$ cat src/inc/acc_consts.svh
// constants for the converter sleep and clock control block
`ifndef ACC_CONSTS_SVH
`define ACC_CONSTS_SVH

// control register bit positions
`define ACC_BIT_CLKSEL_HI   7
`define ACC_BIT_CLKSEL_LO   6
`define ACC_BIT_CHSEL_HI    5
`define ACC_BIT_CHSEL_LO    2
`define ACC_BIT_GO          1
`define ACC_BIT_EN          0

// reset values
`define ACC_RST_CTRL        8'hfc
`define ACC_RST_ANALOG      8'hff
`define ACC_RST_CLKSEL      2'h3
`define ACC_RST_CHSEL       4'hf

// clock-select codes
`define ACC_CS_DIV16        2'h0
`define ACC_CS_DIV8         2'h1
`define ACC_CS_DIV4         2'h2
`define ACC_CS_RC4          2'h3

// divisors, in source clock ticks per bit period
`define ACC_DIV16           5'h10
`define ACC_DIV8            5'h08
`define ACC_DIV4            5'h04

// bit periods per conversion: one clear step plus eight resolved bits
`define ACC_CONV_STEPS      4'h9

// accurate bit period window, in ns
`define ACC_TAD_MIN_NS      500
`define ACC_TAD_MAX_NS      50000

`endif

$ cat src/inc/acc_pkg.sv
// types for the converter sleep and clock control block
package acc_pkg;

  typedef struct packed {
    logic [1:0] conv_clock_select;
    logic [3:0] input_channel_select;
    logic       go;
    logic       converter_enable;
  } acc_ctrl_t;

  typedef enum logic [1:0] {
    ACC_IDLE,
    ACC_CONVERT
  } acc_state_t;

endpackage

$ cat src/hw/acc_core.sv
// converter control: sleep handling, clock divisor, successive approximation sequence
`timescale 1ns/100ps
`default_nettype none
`include "acc_consts.svh"

// Behaviour
// [RL1] no conversion progress while in sleep
// [RL2] sleep clears start/done and enable bits
// [RL3] sleep abort keeps partial result register
// [RL4] sleep entry forces clock and channel selects
// [RL5] wake/reset sets defaults, clears go, enable
// [RL6] software keeps bit period within window
// [RL7] bit period equals source period times divisor
// [RL8] software picks internal clock when needed
// [RL9] writing zero control disables, pins digital
// [RL10] channel change deferred until conversion ends
// [RL11] completion clears go, sets done flag
// [RL12] clock-select code to divisor mapping
// [RL13] go ignored while enable is clear
// [RL14] software reconfigures after wake before start
module acc_core
#(
  parameter int unsigned RESULT_W = 8
)
(
  input  wire logic                 clk_i,
  input  wire logic                 rst_i,
  input  wire logic                 sleep_i,
  input  wire logic                 wake_i,
  input  wire logic                 rc_tick_i,
  input  wire logic                 ctrl_we_i,
  input  wire acc_pkg::acc_ctrl_t   ctrl_wdata_i,
  input  wire logic                 analog_we_i,
  input  wire logic [7:0]           analog_wdata_i,
  input  wire logic                 cmp_bit_i,
  input  wire logic                 done_flag_clr_i,
  output var acc_pkg::acc_ctrl_t    ctrl_o,
  output logic [7:0]                pin_analog_select_o,
  output logic [7:0]                pin_digital_o,
  output logic [3:0]                active_channel_o,
  output logic [RESULT_W-1:0]       conversion_result_o,
  output logic                      conversion_done_flag_o,
  output logic                      sample_bit_o
);

  ////////////////////////////////////////////////////////////////////////////
  // state

  acc_pkg::acc_ctrl_t  ctrl_q;
  acc_pkg::acc_state_t state_q;
  logic [7:0]          analog_q;
  logic [3:0]          chan_q;
  logic [RESULT_W-1:0] result_q;
  logic [RESULT_W-1:0] marker_q;
  logic [3:0]          step_q;
  logic [4:0]          tick_cnt_q;
  logic                flag_q;
  logic                asleep_q;
  logic                cmp_meta_q;
  logic                cmp_sync_q;
  logic                rc_meta_q;
  logic                rc_sync_q;
  logic                rc_prev_q;

  ////////////////////////////////////////////////////////////////////////////
  // decode

  wire logic       use_rc    = (ctrl_q.conv_clock_select == `ACC_CS_RC4);
  wire logic       rc_edge   = rc_sync_q & ~rc_prev_q;
  wire logic       src_tick  = use_rc ? rc_edge : 1'b1;
  wire logic [4:0] divisor   = (ctrl_q.conv_clock_select == `ACC_CS_DIV16) ? `ACC_DIV16 :   // RL12
                               (ctrl_q.conv_clock_select == `ACC_CS_DIV8)  ? `ACC_DIV8  :
                                                                              `ACC_DIV4;
  wire logic       bit_tick  = src_tick && (tick_cnt_q == divisor - 5'h01);              // RL7
  wire logic       sleep_hit = sleep_i & ~asleep_q;
  wire logic       running   = (state_q == acc_pkg::ACC_CONVERT);
  wire logic       last_step = bit_tick && (step_q == `ACC_CONV_STEPS - 4'h1);
  wire logic       start_ok  = ctrl_we_i && ctrl_wdata_i.go && ctrl_wdata_i.converter_enable
                               && !running;                                                 // RL13
  wire logic       sw_abort  = ctrl_we_i && running
                               && !(ctrl_wdata_i.go && ctrl_wdata_i.converter_enable);
  // a write keeping go and enable set on the final bit period must not swallow the completion
  wire logic       finish    = running && last_step;                                        // RL11
  wire logic       keep_go   = running && !finish && ctrl_wdata_i.go && ctrl_wdata_i.converter_enable;
  wire logic       step_go   = running && bit_tick && !asleep_q && !sleep_i;                // RL1

  ////////////////////////////////////////////////////////////////////////////
  // synchronisers for the comparator result and the internal rc clock

  always_ff @(posedge clk_i)
  begin
    cmp_meta_q <= cmp_bit_i;
    cmp_sync_q <= cmp_meta_q;
    rc_meta_q  <= rc_tick_i;
    rc_sync_q  <= rc_meta_q;
    rc_prev_q  <= rc_sync_q;
  end

  ////////////////////////////////////////////////////////////////////////////
  // control register, sleep and wake

  always_ff @(posedge clk_i)
  begin
    if (rst_i || (wake_i && asleep_q))
    begin
      ctrl_q   <= `ACC_RST_CTRL;                                    // RL5
      analog_q <= `ACC_RST_ANALOG;                                  // RL5
      asleep_q <= 1'b0;
    end
    else if (sleep_hit)
    begin
      ctrl_q.conv_clock_select    <= `ACC_RST_CLKSEL;               // RL4
      ctrl_q.input_channel_select <= `ACC_RST_CHSEL;                // RL4
      ctrl_q.go                   <= 1'b0;                          // RL2
      ctrl_q.converter_enable     <= 1'b0;                          // RL2
      asleep_q                    <= 1'b1;
    end
    else if (!asleep_q)
    begin
      if (ctrl_we_i)
      begin
        ctrl_q    <= ctrl_wdata_i;                                  // RL9
        ctrl_q.go <= start_ok || keep_go;                           // RL13
      end
      else if (finish)
        ctrl_q.go <= 1'b0;                                          // RL11
      if (analog_we_i)
        analog_q <= analog_wdata_i;
      else if (ctrl_we_i && ctrl_wdata_i == '0)
        analog_q <= 8'h00;                                          // RL9
    end
  end

  ////////////////////////////////////////////////////////////////////////////
  // conversion sequence: clear, then a marker walks right as bits resolve

  always_ff @(posedge clk_i)
  begin
    if (rst_i)
    begin
      state_q    <= acc_pkg::ACC_IDLE;
      step_q     <= 4'h0;
      tick_cnt_q <= 5'h00;
      marker_q   <= '0;
      chan_q     <= `ACC_RST_CHSEL;
      flag_q     <= 1'b0;
      result_q   <= '0;
    end
    else
    begin
      if (done_flag_clr_i)
        flag_q <= 1'b0;
      case (state_q)
        acc_pkg::ACC_IDLE:
        begin
          tick_cnt_q <= 5'h00;
          step_q     <= 4'h0;
          if (!ctrl_q.go)
            chan_q <= ctrl_q.input_channel_select;
          if (start_ok && !sleep_i && !asleep_q)
          begin
            state_q <= acc_pkg::ACC_CONVERT;
            chan_q  <= ctrl_wdata_i.input_channel_select;
          end
        end
        acc_pkg::ACC_CONVERT:
        begin
          if (sleep_hit || sw_abort)
            state_q <= acc_pkg::ACC_IDLE;                           // RL3
          else if (step_go)
          begin
            tick_cnt_q <= 5'h00;
            step_q     <= step_q + 4'h1;
            if (step_q == 4'h0)
            begin
              result_q <= '0;
              marker_q <= {1'b1, {(RESULT_W-1){1'b0}}};
            end
            else
            begin
              result_q <= result_q | (cmp_sync_q ? marker_q : '0);
              marker_q <= marker_q >> 1;
            end
            if (finish)
            begin
              state_q <= acc_pkg::ACC_IDLE;
              flag_q  <= 1'b1;                                      // RL11
            end
          end
          else if (src_tick && !asleep_q)
            tick_cnt_q <= tick_cnt_q + 5'h01;
        end
        default:
          state_q <= acc_pkg::ACC_IDLE;
      endcase
    end
  end

  ////////////////////////////////////////////////////////////////////////////
  // outputs, all registered

  always_ff @(posedge clk_i)
  begin
    if (rst_i)
    begin
      ctrl_o                 <= `ACC_RST_CTRL;
      pin_analog_select_o    <= `ACC_RST_ANALOG;
      pin_digital_o          <= 8'h00;
      active_channel_o       <= `ACC_RST_CHSEL;
      conversion_result_o    <= '0;
      conversion_done_flag_o <= 1'b0;
      sample_bit_o           <= 1'b0;
    end
    else
    begin
      ctrl_o                 <= ctrl_q;
      pin_analog_select_o    <= analog_q;
      pin_digital_o          <= ~analog_q;
      active_channel_o       <= chan_q;                             // RL10
      conversion_result_o    <= result_q;
      conversion_done_flag_o <= flag_q;
      sample_bit_o           <= step_go && (step_q != 4'h0);
    end
  end

endmodule
`default_nettype wire

$ cat config.mk
export PLATFORM = sky130hd
export DESIGN_NAME = acc_core
export DESIGN_NICKNAME = d
export VERILOG_FILES = /design/src/inc/acc_pkg.sv /design/src/hw/acc_core.sv
export VERILOG_INCLUDE_DIRS = /design/src /design/src/inc
export SDC_FILE = /design/constraint.sdc
export NUM_CORES = 1
export LEC_CHECK = 0
export BUFFER_PORTS_ARGS = -buffer_cell sky130_fd_sc_hd__buf_2
export CAP_MARGIN = 0
export CORE_MARGIN = 2
export CORE_UTILIZATION = 35
export CTS_CLUSTER_DIAMETER = 200
export DETAILED_ROUTE_END_ITERATION = 7
export SYNTH_ARGS = -nofsm -noshare
export SYNTH_HDL_FRONTEND = slang
export SYNTH_SLANG_ARGS = --single-unit
$ cat constraint.sdc
create_clock -name clk_i -period 2.85 [get_ports clk_i]
set_clock_uncertainty 0.2 [all_clocks]
set_input_delay 0.57 -clock clk_i [delete_from_list [all_inputs] [get_ports clk_i]]
set_output_delay 0.57 -clock clk_i [all_outputs]
set_load 0.01 [all_outputs]
==> results.md <==
- Relative slew slack: 57.1%
- Min Tclk post-route: 2090 ps
- Switching share of power: 23.1%
- Reg power frac: 57.5%
- Pins over their slew limit: 0
- Worst setup SP type: flop
- CTS H-tree lvls: 3
- First-pass GRT wire length: 10700 µm
- Post-CTS sizing: 0
- Avg Cell Area, Syn: 9.75 µm²
- Number of CTS-inserted buffers: 9
- Power, Total: 2.31 mW
- Largest net degree at the start of global routing: 51
- Top-Level Pins: 63
- RSZ-0062 raised after global routing: false
- Clock Latency Late Sink: 350 ps
- Hold path cells: 1
- Grt total ovfl: 0
- Post-synth top area cell: dfxtp_1
- DRT iter0 DRCs: 159
- Placed insts: 482
- Synthesis-stage register bit count: 91
- Synth area leaders: dfxtp_1, nand3_1, or2_2, nand2_1, a21oi_1
- Vias in the first global route: 2324
- Yosys top cell area share: 57.5%
- Die Ht: 99.2 µm
- Number of synthesized flops with an enable pin: 0
- WP data required: 2900 ps
- Crit end category: flop
- Gate Count Post-Synth: 325
- Internal power: 1.78 mW
- Core area: 0.00876 mm²
- Initial antenna violation count: 0
- DRT antenna net count: 0
- Clk Tree Root Cell: clkbuf_8
- Worst Path Arrival: 2140 ps
- Max clock buf depth: 2
- Fin crit share: 73.5%
- Maximum vdd drop: 0.198 mV
- Critical path peak fanout: 17
- Worst reg2reg path startpoint: tick_cnt_q[0]$_SDFFE_PP0P_
- Combinational share of power: 6.8%
- Vias/cell: 4.99
- Power Density: 612 mW/mm²
- Endpoints failing hold: 0
- Kind of critical path: reg2reg
- Syn nets: 353
- Max-cap violations: 0
- Clock network fraction of total power: 35.8%
- Setup TNS: 0 ps
- IO buf count: 62
- Sequential-to-total area share from yosys stat: 57.5%
- Status: complete, no violations
- Post-Syn Area: 0.00317 mm²
- Final setup violation count: 0
- Switching pwr: 0.532 mW
- Worst hold path endpoint: cmp_meta_q$_DFF_P_
- Routed wire length: 6490 µm
- Drt first pass iters: 4
- Slowest stage delay, CP: 380 ps
- Worst hold path class: in2reg
- Post-DR wirelength/cell: 13.0 µm
- Row count: 34
- CP delay by family, top: simple AND/OR/NAND/NOR gates
- Clock slew at reported path FFs: 80 ps
- R2r setup slk: 760 ps
- FF-to-FF path depth: 6
- Area Overhead vs Synth: 19.1%
- Worst-path cell chain: ha_1 > nand2_1 > nor3_2 > o211ai_2 > nor3_1 > mux2_2
- WHS: 113 ps
- Setup Fix Bufs, Post-CTS: 0
- Chip width: 99.2 µm
- Initial Utilization: 36.2%
- HPWL Detailed: 4520 µm
- Lkg Pwr: 1.54 nW
- CP startpoint: tick_cnt_q[0]$_SDFFE_PP0P_
- All-Layer GR Usage: 13.5%
- Final std cells w/o fill: 498
- Hold_buf cts: 0
- TritonCTS clock tree: built
- Final core occ: 43.1%
- N_diodes: 0
- CTS sink count: 91
- DIE AREA: 0.00983 mm²
- Share of cells above drive strength 1: 26.9%
- GP Congestion: 0.799
- Most common flop cell mapped by yosys: dfxtp_1
- Synth Warn #: 0
- Via Count: 2483
- Worst hold path startpoint: cmp_bit_i
- FF-to-FF End: step_q[3]$_SDFFE_PP0P_
- Tightest Pin Transition: 641 ps
- Synth unique cells: 44
- Cell with the largest stage delay on the worst path: dfxtp_1
- Number of buffers and inverters on the critical path: 0
- Fmax: 478 MHz
- Post-synth ARST share: 0%
- Remaining DRCs: 0
- Fin nets: 413
[worst max path at each step]
stage | cells after the start | to
4_1_cts | 6 | step_q[3]$_SDFFE_PP0P_
3_3_place_gp | 6 | analog_q[2]$_SDFFE_PP1P_
5_1_grt | 6 | step_q[2]$_SDFFE_PP0P_
3_5_place_dp | 6 | analog_q[1]$_SDFFE_PP1P_
2_1_floorplan | 5 | tick_cnt_q[3]$_SDFFE_PP0P_
6_report | 6 | step_q[3]$_SDFFE_PP0P_
[worst reg2reg max path: stages (launching register included)]
cell and delay [ps]:
dfxtp_1 380, ha_1 210, nand2_1 70, nor3_2 150
o211ai_2 310, nor3_1 310, mux2_2 360
[final cells by class]
| class | instances | area (µm²) |
|---|---|---|
| fill | 871 | 4990 |
| timing repair buffer | 69 | 363 |
| sequential | 91 | 1820 |
| inverter | 12 | 45.0 |
| multi-input combinational | 202 | 1220 |
| clock buffer | 12 | 135 |
| tap | 108 | 135 |
| clock inverter | 4 | 51.3 |
[through the flow]
stage,setup slack (ps),cell area [µm²]
floorplan,887,3170
CTS,724,3770
finish,756,3770
global route,597,3770
global placement,537,3590
detailed placement,528,3590
[sequential cells by signal (all words and copies together) (netlist names), 4 cells and up]
signal and count:
active_channel_o 4, tick_cnt_q 5, ctrl_q 8, conversion_result_o 8
step_q 4, chan_q 4, marker_q 8, ctrl_o 8
analog_q 8, result_q 8, pin_analog_select_o 8, pin_digital_o 8
[synthesized netlist by cell type, drive strengths merged (2+ instances only)]
cell and count:
nand2b 8, nor4 2, nor3 5, a211o 2, o21ai 19, nand2 26
inv 12, nand3 20, a31oi 2, dfxtp 91, nand3b 2, nor2b 14
or2 16, or4 2, ha 3, o211ai 4, a41oi 8, clkbuf 15
a21oi 18, buf 5, a221o 8, a21o 2, nand4 7, a2111o 2
nor2 18
[per-layer routing]
layer	share of wire, %	GRT usage, %	vias to the layer above	wire, µm
met5	0	0	-	0
met4	2.0	7.27	0	128
met3	5.7	3.02	9	370
met2	46	21.4	68	2980
met1	46	17.3	1147	3010
li1	-	-	1259	-
[cells in the final DEF, fill, tap and decap left out, types with 8 or more instances in the layout]
master,n
a21oi_1,18
nand3_1,20
nor2_1,18
buf_2,62
a41oi_1,8
a221o_1,8
dfxtp_1,91
nor2b_1,14
clkbuf_8,9
nand2_1,25
or2_2,16
inv_1,12
o21ai_0,18
nand2b_1,8
[cells by family after synthesis]
logic type	share of synthesized area, %
mux	0.671
xor+xnor	0.276
compound gates	15.9
buf+inv	3.95
simple gates	20.5
flops	57.5
fa+ha+maj	1.18
[power groups by stage]
stage / clock network (mW) / logic, mW / registers, mW
6_report: 0.826 / 0.156 / 1.33
3_5_place_dp: 0 / 0.157 / 1.36
2_1_floorplan: 0 / 0.0926 / 1.36
5_1_grt: 0.909 / 0.174 / 1.33
4_1_cts: 0.857 / 0.157 / 1.33
3_3_place_gp: 0 / 0.155 / 1.36
(Power assumes the default switching activity.)
